`config.mk`:
```
export PLATFORM = sky130hd
export DESIGN_NAME = lmrs_bank
export DESIGN_NICKNAME = d
export VERILOG_FILES = /design/src/design/lmrs_pkg.sv /design/src/design/lmrs_bank.sv
export SDC_FILE = /design/constraint.sdc
export NUM_CORES = 1
export LEC_CHECK = 0
export BUFFER_PORTS_ARGS = -buffer_cell sky130_fd_sc_hd__buf_4
export CAP_MARGIN = 15
export CORE_AREA = 3 3 87 89
export DETAILED_ROUTE_END_ITERATION = 10
export DIE_AREA = 0 0 90 92
export PLACE_DENSITY_LB_ADDON = 0.3
export SETUP_SLACK_MARGIN = 0.05
export SKIP_CTS_REPAIR_TIMING = 1
export SYNTH_ARGS = -nofsm -noshare
export SYNTH_HDL_FRONTEND = slang
export SYNTH_SLANG_ARGS = --single-unit
```
`constraint.sdc`:
```
create_clock -name sys_clk_i -period 2.1 [get_ports sys_clk_i]
set_clock_uncertainty 0.15 [all_clocks]
set_input_delay 0.21 -clock sys_clk_i [delete_from_list [all_inputs] [get_ports sys_clk_i]]
set_output_delay 0.21 -clock sys_clk_i [all_outputs]
set_load 0.02 [all_outputs]
```
`src/design/lmrs_pkg.sv`:
```
// constants and carriers for the mode register bank
package lmrs_pkg;
    // register addresses on the command bus
    localparam logic [7:0] LMRS_ADDR_INFO = 8'h00;
    localparam logic [7:0] LMRS_ADDR_BURST = 8'h01;
    localparam logic [7:0] LMRS_ADDR_LAT = 8'h02;
    localparam logic [7:0] LMRS_ADDR_DRIVE = 8'h03;
    localparam logic [7:0] LMRS_ADDR_TEMP = 8'h04;
    localparam logic [7:0] LMRS_ADDR_MAKER = 8'h05;
    localparam logic [7:0] LMRS_ADDR_REV1 = 8'h06;
    localparam logic [7:0] LMRS_ADDR_REV2 = 8'h07;
    localparam logic [7:0] LMRS_ADDR_CFG = 8'h08;
    localparam logic [7:0] LMRS_ADDR_DIE = 8'h09;
    localparam logic [7:0] LMRS_ADDR_CAL = 8'h0A;
    localparam logic [7:0] LMRS_ADDR_TERM = 8'h0B;
    localparam logic [7:0] LMRS_ADDR_MASK = 8'h10;
    // reset values of writable fields
    localparam logic [7:0] LMRS_RST_BURST = 8'h03;
    localparam logic [7:0] LMRS_RST_LAT = 8'h18;
    localparam logic [7:0] LMRS_RST_DRIVE = 8'h02;
    localparam logic [7:0] LMRS_RST_TERM = 8'h00;
    localparam logic [7:0] LMRS_RST_MASK = 8'h00;
    // writable bit masks; zero positions are reserved
    localparam logic [7:0] LMRS_WMASK_BURST = 8'hE7;
    localparam logic [7:0] LMRS_WMASK_LAT = 8'hDF;
    localparam logic [7:0] LMRS_WMASK_DRIVE = 8'h0F;
    localparam logic [7:0] LMRS_WMASK_TERM = 8'h07;
    // fixed read-only contents and the eight-beat burst code
    localparam logic [7:0] LMRS_INFO_OPTS = 8'hC0;
    localparam logic [7:0] LMRS_CFG_VALUE = 8'h4F;
    localparam logic [7:0] LMRS_DIE_VALUE = 8'h20;
    localparam logic [2:0] LMRS_BURST_8 = 3'h3;
    // calibration command codes
    localparam logic [7:0] LMRS_CAL_INIT = 8'hFF;
    localparam logic [7:0] LMRS_CAL_LONG = 8'hAB;
    localparam logic [7:0] LMRS_CAL_SHORT = 8'h56;
    localparam logic [7:0] LMRS_CAL_RESET = 8'hC3;
    // undefined data returned for reserved or write-only reads
    localparam logic [7:0] LMRS_UNDEF_DATA = 8'h00;
    // decoded calibration action
    typedef enum {LMRS_CAL_NONE, LMRS_CAL_DO_INIT, LMRS_CAL_DO_LONG,
        LMRS_CAL_DO_SHORT, LMRS_CAL_DO_RESET} lmrs_cal_e;
    // decoded operating configuration
    typedef struct packed {
        logic [4:0] read_latency;
        logic [3:0] write_latency;
        logic [4:0] write_recovery_cycles;
        logic [3:0] drive_strength;
        logic [1:0] data_termination;
        logic powerdown_term_ctl;
        logic [7:0] partial_refresh_mask;
        logic cfg_valid;
    } lmrs_cfg_s;
endpackage

```
`src/design/lmrs_bank.sv`:
```
// mode register bank: command-side write and read, decode of settings
`timescale 1ns/1ps
module lmrs_bank (
    // clock and reset
    input wire logic sys_clk_i,
    input wire logic reset_i,
    // mode register commands, already decoded, same clock
    input wire logic mrw_i,
    input wire logic mrr_i,
    input wire logic [7:0] ma_i,
    input wire logic [7:0] op_i,
    // device state inputs
    input wire logic init_busy_i,
    input wire logic [2:0] refresh_rate_i,
    input wire logic refresh_rate_vld_i,
    // read answer
    output logic rd_valid_o,
    output logic [7:0] rd_data_o,
    output logic rd_strobe_o,
    // decoded configuration and calibration pulse
    output lmrs_pkg::lmrs_cfg_s cfg_o,
    output lmrs_pkg::lmrs_cal_e cal_cmd_o,
    output logic cal_start_o
);
    // stored writable registers, then status flops and read and decode nets
    logic [7:0] burst_r;
    logic [7:0] lat_r;
    logic [7:0] drive_r;
    logic [7:0] term_r;
    logic [7:0] mask_r;
    logic [2:0] rate_r;
    logic tuf_r;
    logic init_busy_r;
    logic [7:0] rd_nxt;
    logic rd_known;
    lmrs_pkg::lmrs_cfg_s cfg_nxt;
    // identity codes; the values are arbitrary and neutral
    localparam logic [7:0] MAKER_CODE = 8'h5A;
    localparam logic [7:0] REV_CODE = 8'h01;

    // calibration code decode, used by write path and assertion
    function automatic lmrs_pkg::lmrs_cal_e cal_decode(input logic [7:0] code);
        unique case (code)
            lmrs_pkg::LMRS_CAL_INIT: cal_decode = lmrs_pkg::LMRS_CAL_DO_INIT;
            lmrs_pkg::LMRS_CAL_LONG: cal_decode = lmrs_pkg::LMRS_CAL_DO_LONG;
            lmrs_pkg::LMRS_CAL_SHORT: cal_decode = lmrs_pkg::LMRS_CAL_DO_SHORT;
            lmrs_pkg::LMRS_CAL_RESET: cal_decode = lmrs_pkg::LMRS_CAL_DO_RESET;
            default: cal_decode = lmrs_pkg::LMRS_CAL_NONE;
        endcase
    endfunction

    // init busy is a level from the device sequencer, same clock
    always_ff @(posedge sys_clk_i) begin
        if (reset_i) begin
            init_busy_r <= 1'b1;
        end else begin
            init_busy_r <= init_busy_i;
        end
    end

    // writes; only writable addresses accept, read-only ones ignore
    always_ff @(posedge sys_clk_i) begin
        if (reset_i) begin
            burst_r <= lmrs_pkg::LMRS_RST_BURST;
            lat_r <= lmrs_pkg::LMRS_RST_LAT;
            drive_r <= lmrs_pkg::LMRS_RST_DRIVE;
            term_r <= lmrs_pkg::LMRS_RST_TERM;
            mask_r <= lmrs_pkg::LMRS_RST_MASK;
        end else if (mrw_i) begin
            unique case (ma_i)
                // reserved positions forced to zero on store
                lmrs_pkg::LMRS_ADDR_BURST: begin
                    // only eight-beat burst code is taken, rest kept
                    if ((op_i[2:0] & lmrs_pkg::LMRS_WMASK_BURST[2:0]) ==
                        lmrs_pkg::LMRS_BURST_8) begin
                        burst_r <= op_i & lmrs_pkg::LMRS_WMASK_BURST;
                    end
                end
                lmrs_pkg::LMRS_ADDR_LAT: lat_r <= op_i & lmrs_pkg::LMRS_WMASK_LAT;
                lmrs_pkg::LMRS_ADDR_DRIVE: drive_r <= op_i & lmrs_pkg::LMRS_WMASK_DRIVE;
                lmrs_pkg::LMRS_ADDR_TERM: term_r <= op_i & lmrs_pkg::LMRS_WMASK_TERM;
                lmrs_pkg::LMRS_ADDR_MASK: mask_r <= op_i;
                // read-only and reserved addresses change nothing
                default: burst_r <= burst_r;
            endcase
        end
    end

    // refresh status and update flag; a change beats the read clear
    always_ff @(posedge sys_clk_i) begin
        if (reset_i) begin
            rate_r <= 3'h0;
            tuf_r <= 1'b0;
        end else begin
            if (refresh_rate_vld_i) begin
                rate_r <= refresh_rate_i;
            end
            if (refresh_rate_vld_i && refresh_rate_i != rate_r) begin
                tuf_r <= 1'b1;
            end else if (mrr_i && ma_i == lmrs_pkg::LMRS_ADDR_TEMP) begin
                tuf_r <= 1'b0;
            end
        end
    end

    // read data mux; write-only and reserved give undefined data
    always_comb begin
        rd_known = 1'b1;
        unique case (ma_i)
            lmrs_pkg::LMRS_ADDR_INFO:
                rd_nxt = lmrs_pkg::LMRS_INFO_OPTS | {7'h00, init_busy_r};
            lmrs_pkg::LMRS_ADDR_TEMP: rd_nxt = {tuf_r, 4'h0, rate_r};
            // identity codes are arbitrary neutral values
            lmrs_pkg::LMRS_ADDR_MAKER: rd_nxt = MAKER_CODE;
            lmrs_pkg::LMRS_ADDR_REV1: rd_nxt = REV_CODE;
            lmrs_pkg::LMRS_ADDR_REV2: rd_nxt = REV_CODE;
            lmrs_pkg::LMRS_ADDR_CFG: rd_nxt = lmrs_pkg::LMRS_CFG_VALUE;
            lmrs_pkg::LMRS_ADDR_DIE: rd_nxt = lmrs_pkg::LMRS_DIE_VALUE;
            default: begin
                rd_nxt = lmrs_pkg::LMRS_UNDEF_DATA;
                rd_known = 1'b0;
            end
        endcase
    end

    // read answer, one cycle after the command, strobe pulses with valid on every read
    always_ff @(posedge sys_clk_i) begin
        if (reset_i) begin
            rd_valid_o <= 1'b0;
            rd_data_o <= 8'h00;
            rd_strobe_o <= 1'b0;
        end else begin
            rd_valid_o <= mrr_i;
            rd_strobe_o <= mrr_i;
            rd_data_o <= mrr_i ? rd_nxt : 8'h00;
        end
    end

    // calibration launch; reserved codes never start one
    always_ff @(posedge sys_clk_i) begin
        if (reset_i) begin
            cal_cmd_o <= lmrs_pkg::LMRS_CAL_NONE;
            cal_start_o <= 1'b0;
        end else if (mrw_i && ma_i == lmrs_pkg::LMRS_ADDR_CAL) begin
            cal_cmd_o <= cal_decode(op_i);
            cal_start_o <= cal_decode(op_i) != lmrs_pkg::LMRS_CAL_NONE;
        end else begin
            cal_start_o <= 1'b0;
        end
    end

    // decode of latencies, recovery and drive; reserved codes flag invalid
    always_comb begin
        cfg_nxt = '0;
        cfg_nxt.cfg_valid = 1'b1;
        // read latency common, write latency per set
        unique case (lat_r[3:0])
            4'h1: begin cfg_nxt.read_latency = 5'd3; cfg_nxt.write_latency = 4'd1; end
            4'h4: begin cfg_nxt.read_latency = 5'd6; cfg_nxt.write_latency = 4'd3; end
            4'h6: begin cfg_nxt.read_latency = 5'd8; cfg_nxt.write_latency = 4'd4; end
            4'h7: begin cfg_nxt.read_latency = 5'd9; cfg_nxt.write_latency = 4'd5; end
            4'h8: begin
                cfg_nxt.read_latency = 5'd10;
                cfg_nxt.write_latency = lat_r[6] ? 4'd8 : 4'd6;
            end
            4'h9: begin
                cfg_nxt.read_latency = 5'd11;
                cfg_nxt.write_latency = lat_r[6] ? 4'd9 : 4'd6;
            end
            4'hA: begin
                cfg_nxt.read_latency = 5'd12;
                cfg_nxt.write_latency = lat_r[6] ? 4'd9 : 4'd6;
            end
            4'hC: begin
                cfg_nxt.read_latency = 5'd14;
                cfg_nxt.write_latency = lat_r[6] ? 4'd11 : 4'd8;
            end
            4'hE: begin
                cfg_nxt.read_latency = 5'd16;
                cfg_nxt.write_latency = lat_r[6] ? 4'd13 : 4'd8;
            end
            default: cfg_nxt.cfg_valid = 1'b0;
        endcase
        // recovery code meaning depends on the range bit
        if (!lat_r[4]) begin
            unique case (burst_r[7:5])
                3'h1: cfg_nxt.write_recovery_cycles = 5'd3;
                3'h4: cfg_nxt.write_recovery_cycles = 5'd6;
                3'h6: cfg_nxt.write_recovery_cycles = 5'd8;
                3'h7: cfg_nxt.write_recovery_cycles = 5'd9;
                default: cfg_nxt.cfg_valid = 1'b0;
            endcase
        end else begin
            unique case (burst_r[7:5])
                3'h0: cfg_nxt.write_recovery_cycles = 5'd10;
                3'h1: cfg_nxt.write_recovery_cycles = 5'd11;
                3'h2: cfg_nxt.write_recovery_cycles = 5'd12;
                3'h6: cfg_nxt.write_recovery_cycles = 5'd16;
                default: cfg_nxt.cfg_valid = 1'b0;
            endcase
        end
        // drive strength: symmetric and asymmetric codes
        unique case (drive_r[3:0])
            4'h1, 4'h2, 4'h3, 4'h9, 4'hA, 4'hB: cfg_nxt.drive_strength = drive_r[3:0];
            default: cfg_nxt.cfg_valid = 1'b0;
        endcase
        cfg_nxt.data_termination = term_r[1:0];
        cfg_nxt.powerdown_term_ctl = term_r[2];
        cfg_nxt.partial_refresh_mask = mask_r;
    end

    // decoded config registered so the output is a flop
    always_ff @(posedge sys_clk_i) begin
        if (reset_i) begin
            cfg_o <= '0;
        end else begin
            cfg_o <= cfg_nxt;
        end
    end
endmodule

```
Word-level counts from Yosys, hierarchy flattened. Cells that the tools add are included.

Bits in registers: 104. Input bits: 25. Output and inout bits: 73. Logic and storage cells: 99.

Eq/ne operators: 38. Multiplexer cells: 18. Bitwise logic cells: 3. Reduce and logical (&&, ||, !) cells: 20.

Operator list (count): $pmux W9 S9 (1); $mux W32 (2); $pmux W8 S6 (1); $eq A4 B4 Y1 const B (8); $eq A8 B3 Y1 const B (4); $eq A8 B4 Y1 const B (4); $reduce_bool A32 Y1 (1); $eq A8 B8 Y1 const B (3); $pmux W5 S4 (1); $eq A8 B2 Y1 const B (2); $pmux W4 S4 (1); $eq A4 B3 Y1 const B (3); $pmux W3 S4 (1); $eq A3 B3 Y1 const B (3); $reduce_or A9 Y1 (1); $eq A4 B1 Y1 const B (2); $eq A4 B2 Y1 const B (2); $eq A8 B1 Y1 const B (1); $eq A8 B5 Y1 const B (1); $eq A8 B7 Y1 const B (1); $logic_not A8 Y1 (1); $mux W4 (2); $reduce_and A2 Y1 (4); $reduce_or A2 Y1 (4); other kinds (14) (25).

Depth between registers and ports, before layout.
Depth after elaboration: 5. Depth in mapped cells: 4. Depth with buffers taken out: 3.

Worst setup path after synthesis. No wires, ideal clock.

Path kind: input-to-reg. From: input port ma_i[7]. To: register cal_cmd_o[2]. Library setup time: 0.116 ns. Arrival: 1.381 ns. Path slack: 0.453 ns. Stages: 4. Cells stage by stage: or4_1 -> buf_2 -> o311a_1 -> a41o_1.

Longest elaborated chain between the ends: 2.

Ends and longest elaborated chain: from (decl) (line lmrs_bank.sv:10) `input wire logic [7:0] ma_i,`; $eq A8 B4 Y1 (line lmrs_bank.sv:144) `end else if (mrw_i && ma_i == lmrs_pkg::LMRS_ADDR_CAL) begin`; $logic_and A1 B1 Y1 (line lmrs_bank.sv:144); to (signal assigned) (line lmrs_bank.sv:142) `cal_cmd_o <= lmrs_pkg::LMRS_CAL_NONE;`; to (signal assigned) (line lmrs_bank.sv:145) `cal_cmd_o <= cal_decode(op_i);`; to (decl) (line lmrs_bank.sv:22) `output lmrs_pkg::lmrs_cal_e cal_cmd_o,`.

No other way between the ends. A chain may end at the register's enable or synchronous reset.

Worst setup path in the final report.
From: input port ma_i[3]. To: register cal_cmd_o[2].

Same word-level chain as after synthesis.

==> qor.tcl <==
set qor(ys_types) 49
set qor(worst-path-max-fanout) 12
set qor(setup_violations) 0
set qor(finalCriticalPeriod_ns) 1.857
set qor(wire_per_inst_um) 13.21
set qor(postSynthCellCount) 327
set qor(grt_first_pass_wirelength_um) 10380
set qor(primary_flip_flop_cell_chosen_by_synthesis_mapping) {sky130_fd_sc_hd__dfxtp_1}
set qor(route.final.wire_length_um) 6579
set qor(hold_viol_final) 0
set qor(tritoncts_buffer_count) 9
set qor(synth-async-reset-ratio) 0
set qor(rsz0062_at_grt) {no}
set qor(netlist.top_cell.by_area) {sky130_fd_sc_hd__dfxtp_1}
set qor(detailroute.via_count) 2430
set qor(post-route-worst-setup-slack_ns) 0.2425
set qor(worstSetupStartpoint) {ma_i[3]}
set qor(clock-sinks) 72
set qor(yosys_warnings) 0
set qor(num_antenna_cells) 0
set qor(io-pin-count) 98
set qor(worst_path_largest_cell_delay_ns) 0.54
set qor(totalNegativeSetupSlack_ns) 0
set qor(cts_tree) {built}
set qor(critPathSlowestCell) {sky130_fd_sc_hd__dlygate4sd3_1}
set qor(relSlewSlack) 0.6613
set qor(buffer_ports.inserted) 68
set qor(worst_ir_drop_vdd_mv) 0.4080
set qor(fmax_mhz) 538.4
set qor(power-per-cell-area_nw_per_um2) 826.7
set qor(worst_path_top_cell_family_by_delay) {buffers and inverters}
set qor(dpl.hpwl_um) 4699
set qor(grt_util_all_layers) 0.1562
set qor(crit_path_cell_trace) {dlygate4sd3_1 -> buf_4 -> or3b_2 -> o311a_1 -> a41o_1}
set qor(worst-path-stages) 5
set qor(grt_pass1_vias) 2095
set qor(yosysSeqAreaShare) 0.4756
set qor(clk-insertion-delay-late_ns) 0.34
set qor(synthToLayoutAreaGrowth_pct) 27.33
set qor(synth-seq-cells) 72
set qor(cts.root.buffer_cell) {sky130_fd_sc_hd__clkbuf_8}
set qor(layout.nets) 422
set qor(tightest_hold_margin_ns) 0.009724
set qor(dieWidth_um) 90
set qor(synth_area_leaders) {sky130_fd_sc_hd__dfxtp_1, sky130_fd_sc_hd__mux2i_1, sky130_fd_sc_hd__buf_4}
set qor(timing_max_transition_violations_final) 0
set qor(firstDrtPassIters) 5
set qor(count_of_flip_flops_with_a_built_in_enable_after_synthesis) 0
set qor(design_area_um2) 3859
set qor(reg2reg_to) {cfg_o[21]$_SDFF_PP0_}
set qor(ff2ff_setup_slack_ns) 0.55
set qor(p_leak_nw) 1.819
set qor(worst_hold_startpoint) {ma_i[2]}
set qor(rows) 30
set qor(dpl_worst_slack_ns) 0.3027
set qor(syn_area_um2) 3030
set qor(die_y_extent_um) 92
set qor(criticalPathCategory) {in -> reg}
set qor(drive_above_1_share) 0.2363
set qor(final_core_utilization) 0.5648
set qor(postSynthAreaPerCell_um2) 9.267
set qor(worst-path-buf-inv) 2
set qor(cp.arrival_ns) 1.95
set qor(start_kind) {primary input}
set qor(status) {complete, no violations}
set qor(place.gp.congestion) 0.8160
set qor(timing.critical_path.to_type) {flip-flop}
set qor(floorplan.initialDensity) 0.4436
set qor(detail-route-antenna-nets) 0
set qor(number_of_antenna_violations_at_the_first_check_in_global_routing) 0
set qor(die_footprint_um2) 8280
set qor(dr.first_iter.drc_count) 99
set qor(timing.critical_path.to) {cal_cmd_o[2]$_SDFFE_PP0P_}
set qor(required_time_of_the_critical_path_ns) 2.19
set qor(clock_tree.buffer_depth) 2
set qor(clk_transition_reported_paths_ns) 0.08
set qor(hold_depth) 2
set qor(ctsHtreeMaxLevel) 3
set qor(layout_worst_path_cycle_share) 0.8845
set qor(post_drt_via_cell_ratio) 4.880
set qor(worst_pin_slew_ns) 0.5035
set qor(core-area_um2) 6832
set qor(grt_overflow_total) 0
set qor(number_of_max_cap_violations) 0
set qor(detailed_place.area_um2) 3507
set qor(grt_start_max_net_pins) 18
set qor(hold_path.class) {in -> reg}
set qor(reg2regPathDepth) 3
set qor(drc_errors) 0
set qor(worst_r2r_startpoint) {lat_r[2]$_SDFFE_PP0P_}
set qor(yosys.area.top_type_share) 0.4756
==> per-stage QoR <==
| step | cells | total power (W) |
|---|---|---|
| floorplan | 356 | 0.001601 |
| global placement | 476 | 0.001648 |
| detailed placement | 476 | 0.001650 |
| CTS | 492 | 0.003197 |
| global route | 498 | 0.003296 |
| finish | 498 | 0.003190 |
==> cell type report <==
| type | instances | area [um^2] |
|---|---|---|
| Clock inverter | 7 | 167.7 |
| Inverter | 11 | 41.29 |
| Fill cell | 641 | 2973 |
| Sequential cell | 72 | 1441 |
| Timing Repair Buffer | 79 | 608.1 |
| Multi-Input combinational cell | 224 | 1356 |
| Clock buffer | 9 | 123.9 |
| Tap cell | 96 | 120.1 |
==> sequential cells by signal (all words and copies together) (netlist names) <==
register / flops
cfg_o: 30
rd_data_o: 8
mask_r: 8
term_r: 3
rd_strobe_o: 1
cal_cmd_o: 3
burst_r: 3
drive_r: 4
rate_r: 3
lat_r: 6
tuf_r: 1
init_busy_r: 1
cal_start_o: 1
==> cell usage after synthesis (2+ instances only) <==
master and instances:
sky130_fd_sc_hd__buf_1 2, sky130_fd_sc_hd__nor4b_1 2, sky130_fd_sc_hd__a21oi_1 13, sky130_fd_sc_hd__a211oi_1 3, sky130_fd_sc_hd__buf_2 3, sky130_fd_sc_hd__o21ai_0 4
sky130_fd_sc_hd__clkbuf_1 14, sky130_fd_sc_hd__nand3b_1 6, sky130_fd_sc_hd__nor4bb_1 2, sky130_fd_sc_hd__o2111a_1 2, sky130_fd_sc_hd__mux2_2 2, sky130_fd_sc_hd__mux2i_1 25
sky130_fd_sc_hd__inv_1 11, sky130_fd_sc_hd__o31ai_1 4, sky130_fd_sc_hd__nand2_1 32, sky130_fd_sc_hd__nor2b_1 11, sky130_fd_sc_hd__or2_2 2, sky130_fd_sc_hd__o211ai_1 2
sky130_fd_sc_hd__or3_1 2, sky130_fd_sc_hd__nand4_1 2, sky130_fd_sc_hd__a41o_1 2, sky130_fd_sc_hd__nor3_1 6, sky130_fd_sc_hd__dfxtp_1 72, sky130_fd_sc_hd__nor4_1 3
sky130_fd_sc_hd__xor2_1 4, sky130_fd_sc_hd__nor2_1 25, sky130_fd_sc_hd__nor3b_1 2, sky130_fd_sc_hd__and4_1 3, sky130_fd_sc_hd__and2_1 3, sky130_fd_sc_hd__o21ai_1 3
sky130_fd_sc_hd__and3b_1 3, sky130_fd_sc_hd__o21a_1 3, sky130_fd_sc_hd__and3_1 3, sky130_fd_sc_hd__nand2b_1 3, sky130_fd_sc_hd__buf_4 30, sky130_fd_sc_hd__nand3_1 5
==> where the power goes <==
part	switching (W)	internal [W]
Clock	0.000527	0.00103
Combinational	0.000154	0.0000862
Sequential	0.00000757	0.00138
Total	0.000689	0.00250
==> kinds of logic after synthesis <==
logic type                after synthesis  share of synthesized area
and+or+nand+nor                       120                     0.2126
muxes                                  27                    0.09001
buffers and inverters                  60                     0.1127
xor gates and xnor gates                4                    0.01156
other                                   1                   0.001237
AOI/OAI and AO/OA                      43                    0.09620
DFF                                    72                     0.4756
==> worst min path at each step <==
stage | slack, ns | endpoint
2_1_floorplan | 0.14 | cfg_o[5]$_SDFF_PP0_
3_3_place_gp | 0.25 | init_busy_r$_SDFF_PP1_
3_5_place_dp | 0.25 | init_busy_r$_SDFF_PP1_
4_1_cts | -0.12 | init_busy_r$_SDFF_PP1_
5_1_grt | 0.007 | rd_data_o[7]$_SDFF_PP0_
6_report | 0.01 | rd_data_o[7]$_SDFF_PP0_
==> layer usage <==
layer,wire [um],GRT usage
met1,3036,0.2048
met2,2966,0.2365
met3,463,0.05578
met4,114,0.05740
met5,0,0
==> worst register-to-register path: cells and delay by family (launching register included) <==
kind	cells	cell delay, ns
flip-flops	1	0.55
AND/OR/NAND/NOR	2	0.33
AO/OA/AOI/OAI	1	0.39
==> cells in the final DEF, fill, tap and decap left out, types with 6 or more instances in the layout <==
| cell type | netlist | final |
|---|---|---|
| sky130_fd_sc_hd__nor2b_1 | 11 | 11 |
| sky130_fd_sc_hd__buf_4 | 30 | 73 |
| sky130_fd_sc_hd__mux2i_1 | 25 | 25 |
| sky130_fd_sc_hd__dfxtp_1 | 72 | 72 |
| sky130_fd_sc_hd__conb_1 | 1 | 30 |
| sky130_fd_sc_hd__inv_1 | 11 | 11 |
| sky130_fd_sc_hd__dlygate4sd3_1 | 0 | 6 |
| sky130_fd_sc_hd__nor2_1 | 25 | 25 |
| sky130_fd_sc_hd__nand3b_1 | 6 | 6 |
| sky130_fd_sc_hd__nand2_1 | 32 | 32 |
| sky130_fd_sc_hd__clkbuf_8 | 0 | 9 |
| sky130_fd_sc_hd__a21oi_1 | 13 | 13 |
| sky130_fd_sc_hd__nor3_1 | 6 | 6 |
No activity file was read; power rests on OpenSTA's default activity.
